==> src/pkg/gpu_config_perf_pkg.sv <==
// Constants, field layouts and state type of the configuration and
// performance counter register bank.
// Assumes a 32-bit register port with byte addresses on word boundaries.
package gpu_config_perf_pkg;

    // Bank geometry
    localparam int unsigned ADDR_W = 9;
    localparam int unsigned NUM_CTR = 16;
    localparam int unsigned SEL_W = 5;
    localparam int unsigned NUM_SRC = 30;
    localparam logic [SEL_W-1:0] SRC_LIMIT = 5'h1E;

    // Register byte offsets
    localparam logic [ADDR_W-1:0] SCRATCH_ADDR = 9'h000;
    localparam logic [ADDR_W-1:0] IDENT0_ADDR = 9'h004;
    localparam logic [ADDR_W-1:0] CFG_A_ADDR = 9'h008;
    localparam logic [ADDR_W-1:0] CFG_B_ADDR = 9'h00C;
    localparam logic [ADDR_W-1:0] CLEAR_ADDR = 9'h010;
    localparam logic [ADDR_W-1:0] ENABLE_ADDR = 9'h014;
    localparam logic [ADDR_W-1:0] VAL_BASE = 9'h100;
    localparam logic [ADDR_W-1:0] SEL_BASE = 9'h140;

    // Identity word zero layout
    typedef struct packed {
        logic [7:0] technology_version;
        logic [23:0] block_id_string;
    } identity_zero_t;

    // Configuration word A layout
    typedef struct packed {
        logic [3:0] vertex_memory_size;
        logic [3:0] high_range_support;
        logic [7:0] semaphore_count;
        logic [3:0] texture_units_per_slice;
        logic [3:0] shader_procs_per_slice;
        logic [3:0] slice_count;
        logic [3:0] hardware_revision;
    } config_a_t;

    // Configuration word B layout, top bits reserved
    typedef struct packed {
        logic [19:0] reserved;
        logic [3:0] tile_buffer_double_support;
        logic [3:0] tile_buffer_size;
        logic [3:0] aux_memory_size;
    } config_b_t;

    // Version and id string codes are arbitrary values
    localparam identity_zero_t IDENT0 = '{8'h5A, 24'hA5C3E1};
    // Build configuration, revision code arbitrary; size 0 means 16K
    localparam config_a_t CONFIG_A = '{4'hC, 4'h1, 8'h10, 4'h2, 4'h4, 4'h3, 4'h7};
    // Tile buffer 0 quarter, 1 half, 2 full; aux 0 half, 1 full
    localparam config_b_t CONFIG_B = '{20'h00000, 4'h1, 4'h2, 4'h1};

    // Event source identifiers
    localparam logic [SEL_W-1:0] SRC_FE_NO_PIXEL = 5'h00;
    localparam logic [SEL_W-1:0] SRC_FE_TILE_PRIM = 5'h01;
    localparam logic [SEL_W-1:0] SRC_TB_QUAD_WRITTEN = 5'h09;
    localparam logic [SEL_W-1:0] SRC_SP_IDLE = 5'h0D;
    localparam logic [SEL_W-1:0] SRC_L2_MISS = 5'h1D;

    // Whole register bank state
    typedef struct packed {
        logic [31:0] scratch;
        logic [NUM_CTR-1:0] ctr_en;
        logic [NUM_CTR-1:0][SEL_W-1:0] ctr_sel;
        logic [NUM_CTR-1:0][31:0] ctr_val;
        logic [31:0] rdata;
    } bank_state_t;

endpackage : gpu_config_perf_pkg

==> src/rtl/gpu_config_perf_regs.sv <==
// Scratch, identity and performance counter register bank.
// Assumes a single-cycle register port and one-cycle event pulses,
// all synchronous to sys_clk_i.
// Identity words are build constants; nothing here can alter them.
//
// Design decisions made here: the address-and-strobe port and the register offsets.
`timescale 1ns/1ns

// Functional notes
// - Scratch word read/write, resets zero, no effects
// - Identity words read-only, writes ignored
// - Identity zero top byte: technology version
// - Identity zero low 24 bits: id string
// - Config A 31:28 vertex memory size, 0=16K
// - Config A 27:24 high range support flag
// - Config A semaphores 23:16, texture units 15:12
// - Config A processors, slices, revision fields
// - Config B 11:8 double buffer, top reserved
// - Config B tile size and aux memory codes
// - Sixteen counters, each maps one of thirty
// - Sources 0-3 are front-end events
// - Sources 4-9 are tile buffer quad events
// - Sources 10-12 count discarded or clipped primitives
// - Sources 13-19 count shader processor cycles
// - Sources 20-23 count instruction/uniform cache hits, misses
// - Source 24 texture quads, 25 texture misses
// - Sources 26-27 count vertex memory stall cycles
// - Sources 28-29 count second-level cache hits, misses
// - Enable bit: count when set, hold otherwise
// - Writing one to clear bit zeroes counter
// - Counter value 32-bit read/write, resets zero
// - Five-bit source select per counter, resets zero
module gpu_config_perf_regs (
    input wire logic sys_clk_i,
    input wire logic rst_n_i,
    input wire logic [8:0] addr_i,
    input wire logic [31:0] wdata_i,
    input wire logic wr_i,
    input wire logic rd_i,
    input wire logic [29:0] event_i,
    output logic [31:0] rdata_o
);

    // Registered state and its next value
    gpu_config_perf_pkg::bank_state_t st;
    gpu_config_perf_pkg::bank_state_t next_st;

    // Selected event per counter, shared by counting and checks
    logic [15:0] ev_sel;

    // Summed sources arrive already reduced to one pulse per cycle
    // Event bit of a source, zero for undefined ids
    function automatic logic src_hit(input logic [4:0] sel, input logic [29:0] ev);
        logic hit;
        hit = 1'b0;
        // Ids 30 and 31 have no event behind them
        if (sel < gpu_config_perf_pkg::SRC_LIMIT) begin
            hit = ev[sel];
        end
        return hit;
    endfunction : src_hit

    // Low two address bits must be zero; misaligned offsets alias nothing
    // Address falls in the counter value window
    function automatic logic hit_val(input logic [8:0] a);
        return (a[8:6] == gpu_config_perf_pkg::VAL_BASE[8:6]) && (a[1:0] == 2'h0);
    endfunction : hit_val

    // Address falls in the source select window
    function automatic logic hit_sel(input logic [8:0] a);
        return (a[8:6] == gpu_config_perf_pkg::SEL_BASE[8:6]) && (a[1:0] == 2'h0);
    endfunction : hit_sel

    // Counter index within either window
    function automatic logic [3:0] ctr_idx(input logic [8:0] a);
        return a[5:2];
    endfunction : ctr_idx

    // Read multiplexer; unmapped addresses read zero
    function automatic logic [31:0] read_word(
        input gpu_config_perf_pkg::bank_state_t s,
        input logic [8:0] a
    );
        logic [31:0] w;
        w = 32'h0;
        if (a == gpu_config_perf_pkg::SCRATCH_ADDR) begin
            w = s.scratch;
        end else if (a == gpu_config_perf_pkg::IDENT0_ADDR) begin
            // Fixed version and id string
            w = gpu_config_perf_pkg::IDENT0;
        end else if (a == gpu_config_perf_pkg::CFG_A_ADDR) begin
            // Build configuration fields
            w = gpu_config_perf_pkg::CONFIG_A;
        end else if (a == gpu_config_perf_pkg::CFG_B_ADDR) begin
            // Reserved top bits read zero
            w = gpu_config_perf_pkg::CONFIG_B;
        end else if (a == gpu_config_perf_pkg::ENABLE_ADDR) begin
            w = {16'h0, s.ctr_en};
        end else if (hit_val(a)) begin
            w = s.ctr_val[ctr_idx(a)];
        end else if (hit_sel(a)) begin
            w = {27'h0, s.ctr_sel[ctr_idx(a)]};
        end
        // Clear register is write-only and reads zero
        return w;
    endfunction : read_word

    // Event selection per counter
    always_comb begin
        for (int i = 0; i < 16; i++) begin
            ev_sel[i] = src_hit(st.ctr_sel[i], event_i);
        end
    end

    // Enable and select changes act from the next edge on
    // Next state: read capture, counting, then software writes
    always_comb begin
        next_st = st;
        // Read data stands for one cycle only
        next_st.rdata = 32'h0;
        // Read samples the state before this edge's update
        if (rd_i) begin
            next_st.rdata = read_word(st, addr_i);
        end
        // Counting; event identifiers map straight onto event_i bits
        // A counter wraps to zero past all ones
        for (int i = 0; i < 16; i++) begin
            if (st.ctr_en[i] && ev_sel[i]) begin
                next_st.ctr_val[i] = st.ctr_val[i] + 32'h1;
            end
        end
        // Software writes override counting in the same cycle
        if (wr_i) begin
            if (addr_i == gpu_config_perf_pkg::SCRATCH_ADDR) begin
                // Plain storage, steers nothing
                next_st.scratch = wdata_i;
            end else if (addr_i == gpu_config_perf_pkg::ENABLE_ADDR) begin
                next_st.ctr_en = wdata_i[15:0];
            end else if (addr_i == gpu_config_perf_pkg::CLEAR_ADDR) begin
                // Only bits written as one clear
                for (int i = 0; i < 16; i++) begin
                    if (wdata_i[i]) begin
                        next_st.ctr_val[i] = 32'h0;
                    end
                end
            end else if (hit_val(addr_i)) begin
                next_st.ctr_val[ctr_idx(addr_i)] = wdata_i;
            end else if (hit_sel(addr_i)) begin
                next_st.ctr_sel[ctr_idx(addr_i)] = wdata_i[4:0];
            end
            // Identity words and unmapped addresses ignore writes
        end
    end

    // State register, cleared to zero by reset
    // Whole state clears together; no field resets nonzero
    always_ff @(posedge sys_clk_i or negedge rst_n_i) begin
        if (!rst_n_i) begin
            st <= '0;
        end else begin
            st <= next_st;
        end
    end

    // Read data straight from the state register
    assign rdata_o = st.rdata;

    // Per-counter checks
    for (genvar g = 0; g < 16; g++) begin : g_ctr_chk
        // A select write leaves this counter's count alone
        // Software touches this counter's value this cycle
        logic touch;
        assign touch = wr_i && ((hit_val(addr_i) && ctr_idx(addr_i) == 4'(g))
            || (addr_i == gpu_config_perf_pkg::CLEAR_ADDR && wdata_i[g]));

    end
endmodule : gpu_config_perf_regs

==> config.mk <==
export PLATFORM = sky130hd
export DESIGN_NAME = gpu_config_perf_regs
export DESIGN_NICKNAME = d
export VERILOG_FILES = /design/src/pkg/gpu_config_perf_pkg.sv /design/src/rtl/gpu_config_perf_regs.sv
export SDC_FILE = /design/constraint.sdc
export NUM_CORES = 2
export LEC_CHECK = 0
export BUFFER_PORTS_ARGS = -buffer_cell sky130_fd_sc_hd__buf_4
export CAP_MARGIN = 20
export CORE_ASPECT_RATIO = 1.75
export CORE_MARGIN = 5
export CORE_UTILIZATION = 55
export DETAILED_ROUTE_END_ITERATION = 8
export PLACE_DENSITY_LB_ADDON = 0.25
export SLEW_MARGIN = 25
export SYNTH_ARGS = -nofsm -noshare
export SYNTH_HDL_FRONTEND = slang
export SYNTH_SLANG_ARGS = --single-unit
==> constraint.sdc <==
create_clock -name sys_clk_i -period 3.4 [get_ports sys_clk_i]
set_input_delay 0.68 -clock sys_clk_i [delete_from_list [all_inputs] [get_ports sys_clk_i]]
set_output_delay 0.68 -clock sys_clk_i [all_outputs]
set_load 0.01 [all_outputs]
Yosys cells after proc, flatten, opt, wreduce, memory -nomap -nowiden:

Index checks and enable logic that the tools add are counted.

* eq/ne operators: 7
* add/subtract/negate cells: 16
* $lt $le $gt $ge: 34
* mux-type cells: 103
* reductions and logical operators: 24
* bitwise logic cells: 4

Operator list (number)
* 512-bit 2-to-1 mux: 5
* 32-bit 2-to-1 mux: 41
* 32-bit by 1-bit adder with 32-bit output, second input constant: 16
* 512-bit bitwise mux: 1
* 32-bit binary-select mux with 4-bit select: 1
* 32-bit demux with 4-bit select: 1
* 5-bit by 6-bit < comparator with 1-bit output, second input constant: 16
* 1-bit binary-select mux with 5-bit select: 16
* 80-bit bitwise mux: 1
* 5-bit < comparator, second input constant: 16
* 1-bit 2-to-1 mux: 32
* 5-bit binary-select mux with 4-bit select: 1
* 5-bit demux with 4-bit select: 1
* 1-bit logical AND: 19
* 9-bit by 4-bit equality test with 1-bit output, second input constant: 2
* 9-bit by 5-bit equality test with 1-bit output, second input constant: 2
* 5-bit 2-to-1 mux: 3
* 9-bit by 3-bit equality test with 1-bit output, second input constant: 1
* 9-bit zero test: 1
* 3-bit equality test, second input constant: 2
* 6-bit AND reduction: 1
* 4-bit by 5-bit < comparator with 1-bit output, second input constant: 1
* 4-bit by 1-bit >= comparator with 1-bit output, second input constant: 1
* 1-bit NOT: 4
* 3 further kinds: 3

* bits in registers: 672
* input bits: 75

Longest topological paths before layout:

* depth in word-level cells: 11
* mapped depth: 11

Least setup slack after synthesis:

No wires, ideal clock.

* kind: in2reg
* start: in addr_i[2]
* end: reg st (netlist bit rdata_o[8])
* data required time: 3.271 ns
* path slack: 0.439 ns
* library setup time: 0.129 ns
* arrival time: 2.832 ns
* stages on the path: 6
* cell sequence: clkbuf_1 buf_1 mux4_2 mux4_2 a222oi_1 nor2_1

RTL lines
* from (decl): line gpu_config_perf_regs.sv:36 `input wire logic [8:0] addr_i,`
* to (signal assigned): line gpu_config_perf_regs.sv:161 `st <= next_st;`
* to (decl): line gpu_config_perf_regs.sv:45 `gpu_config_perf_pkg::bank_state_t st;`

==> key figures <==
Timing
  – Final Hold Fails: 0
  – Max_slew headroom: 26.2%
  – Setup Viol. Count Final: 0
  – Tmin final: 3.32 ns
  – Unrepaired setup endpoints after global routing: false
  – Fmax: 301 MHz
  – Worst slew pin tran: 1.10 ns
  – Slew Viols, Final: 0
  – Skew final: 0.0285 ns
  – Hold slack final: 0.380 ns
  – Setup TNS: 0 ns
  – Final Cycle Share: 97.6%

Worst setup path
  – CP required: 3.96 ns
  – Worst setup EP type: flop
  – Critical Path AT: 3.88 ns
  – Startpoint types: flop
  – CP Class: flop to flop
  – Crit-path max FO: 31

Power
  – Worst vdd ir: 0.000476 V
  – Total power: 20,400 uW
  – Pwr per Cell Area: 394 nW/um^2
  – P_leak: 0.0211 uW

Clocking
  – Post CTS Setup Buffer Count: 0
  – CTS Buffer Depth: 3
  – CTS root buffer: clkbuf_16
  – Worst skew pair latency: 0.69 ns
  – H-tree depth: 3
  – CTS tree: built
  – Clock transition at path regs: 0.07 ns
  – CTS sink cnt: 672
  – Cts bufs inserted: 68

Synth
  – Post-synthesis cell area: 46,700 sq um
  – Synth top area share: 36.0%
  – Sequential share of the synthesized area: 36.0%
  – Yosys Warn Count: 0
  – Dominant synthesized flop cell: dfrtp_1
  – Synth Instances: 4,757
  – Synth async-reset ratio: 100%
  – Synth Net Count: 4,848
  – Largest cells by area after synthesis: dfrtp_1 (36%), mux4_2 (14%), xnor2_1 (5.7%), a22oi_1 (5.4%), o21ai_0 (5.4%)
  – Syn Area/Cell: 9.82 sq um
  – #FFs+latches synth: 672
  – EDFF count, synth: 0
  – Synth area leader: dfrtp_1
  – Netlist cell types: 82

Global routing
  – First-pass GRT wire length: 307,000 um
  – Pin count of the biggest net entering global routing: 116
  – Initial antenna violation count: 29
  – GRT Resource Usage Total: 45.8%
  – Vias in the first global route: 43,308
  – Global route overflow: 0

Routing
  – Via count: 44,906
  – Routed WL: 214,000 um
  – DRC: 0
  – Vias per std cell: 7.66
  – Number of detailed-route iterations in the first pass: 6
  – DRT iter0 DRCs: 6,400
  – Routed len/inst: 36.4 um
  – Remaining antenna violation count after routing: 0

Place
  – DP Area: 49,500 sq um
  – Port buffer count: 106
  – DP Wirelength: 151,000 um
  – Routability cong.: 1.07
  – Placed cells: 5,726

Cells and area
  – Fraction of layout cells with a size suffix above 1: 20.7%
  – Layout area overhead: 10.9%
  – Final std cell area, no fill: 51,800 sq um
  – Final layout net count: 4,816
  – Fillers: 7,109
  – Final Non-Filler Cells: 5,863

Floorplanning
  – Rows: 141
  – Core area: 84,300 sq um
  – DIE AREA: 91,100 sq um
  – Die height: 396 um
  – Boundary Pins: 107
  – Die Wd: 230 um
  – Initial Util: 55.4%

Job
  – Max-cap viol count: 0

Status
  – Outcome: finished clean

Min path
  – Hold Crit Class: input port to flop
[through the flow]
step                setup WS [ns]  util [%]
CTS                         0.160      61.4
global route               0.0527      61.4
finish                     0.0811      61.4
detailed placement         0.0689      58.7
floorplan                   0.439         -
global placement           0.0458      58.7
[placed cells by master (no fill, tap or decap), types with 17 or more instances in the layout]
master	n
a221oi_1	20
nor4_1	105
buf_12	38
clkbuf_16	71
nand4_1	129
o22ai_1	33
or4_1	17
buf_4	336
and3_1	86
mux4_2	298
nor3_1	136
nor2b_1	29
and4_1	43
a22oi_1	338
inv_1	81
mux2_2	141
a31oi_1	28
or2_2	28
xnor2_1	306
xor2_1	130
or3_1	53
a21oi_1	64
o21a_1	21
nand3_1	189
and2_1	35
o21ai_0	504
nor2_1	188
nand2_1	345
mux2i_1	55
dfrtp_1	671
[sequential cells by signal, summed over array words and instances (netlist names)]
signal and cells:
rdata_o 32, st 640
[where the power goes]
part	internal [uW]	switching (uW)	leakage [uW]	total [uW]
Sequential	8420	835	0.00892	9250
Clock	4440	3650	0.00110	8090
Combinational	1190	1850	0.0110	3050
Total	14000	6340	0.0211	20400
[cells by family (layout without fill, tap and decap cells)]
family | count (synthesis) | in the layout | synth area share, %
flops | 672 | 672 | 36.0
mux | 495 | 495 | 19.0
compound gates | 1119 | 1119 | 15.1
xor+xnor | 436 | 436 | 8.17
simple gates | 1456 | 1456 | 16.3
other cells | 0 | 16 | 0
buf+inv | 563 | 581 | 5.01
fa+ha+maj | 16 | 16 | 0.429
[final cells by class]
cell class	instances	area, sq um	share of cell area (%)
multi-input cells	3522	27700	53.4
flip-flops and latches	672	16800	32.5
repair buffers	379	3360	6.49
clock buffers	87	1900	3.66
well taps	1072	1340	2.59
clock inverters	33	365	0.705
inverters	82	308	0.594
diodes	16	40.0	0.0773
[final timing paths]
path	from	end	slack, ns	depth (start not counted)
max in group asynchronous	rst_n_i	st[467]	1.80	4
min in group asynchronous	rst_n_i	st[375]	0.50	2
worst max register to register	st[594]	st[380]	0.08	6
worst max-delay path	st[594]	st[380]	0.08	6
worst min-delay path	rd_i	rdata_o[23]	0.38	3
worst min register to register	st[645]	st[645]	0.50	1
[synth_stat cells, types with 65 or more instances]
cell type,instances
clkbuf_1,355
mux2_2,141
nor4_1,108
nand4_1,129
xnor2_1,306
a21oi_1,65
nor3_1,139
buf_2,66
nand3_1,189
nand2_1,346
mux4_2,298
dfrtp_1,672
inv_1,81
nor2_1,191
and3_1,86
xor2_1,130
a22oi_1,338
o21ai_0,504
[layer usage]
metal	GRT usage, %	up-vias	part of all wire (%)
met4	45.3	12	14
met5	0	-	0.041
met1	50.9	22074	31
met2	70.4	3669	45
met3	11.3	1284	10
li1	-	17867	-
[worst max-delay path: stages (launching register included)]
cell and delay [ns]:
dfrtp_1 0.75, mux4_2 0.69, mux4_2 0.52, o211ai_1 0.49, buf_12 0.27, nor2_1 0.12, o311a_1 0.31
[timing repair]
action,in CTS,in global routing
gates resized for setup,0,1
endpoints found under the hold margin,32,0
setup endpoints to repair,0,5
hold buffers,1,0
No activity file was read; power rests on OpenSTA's default activity.
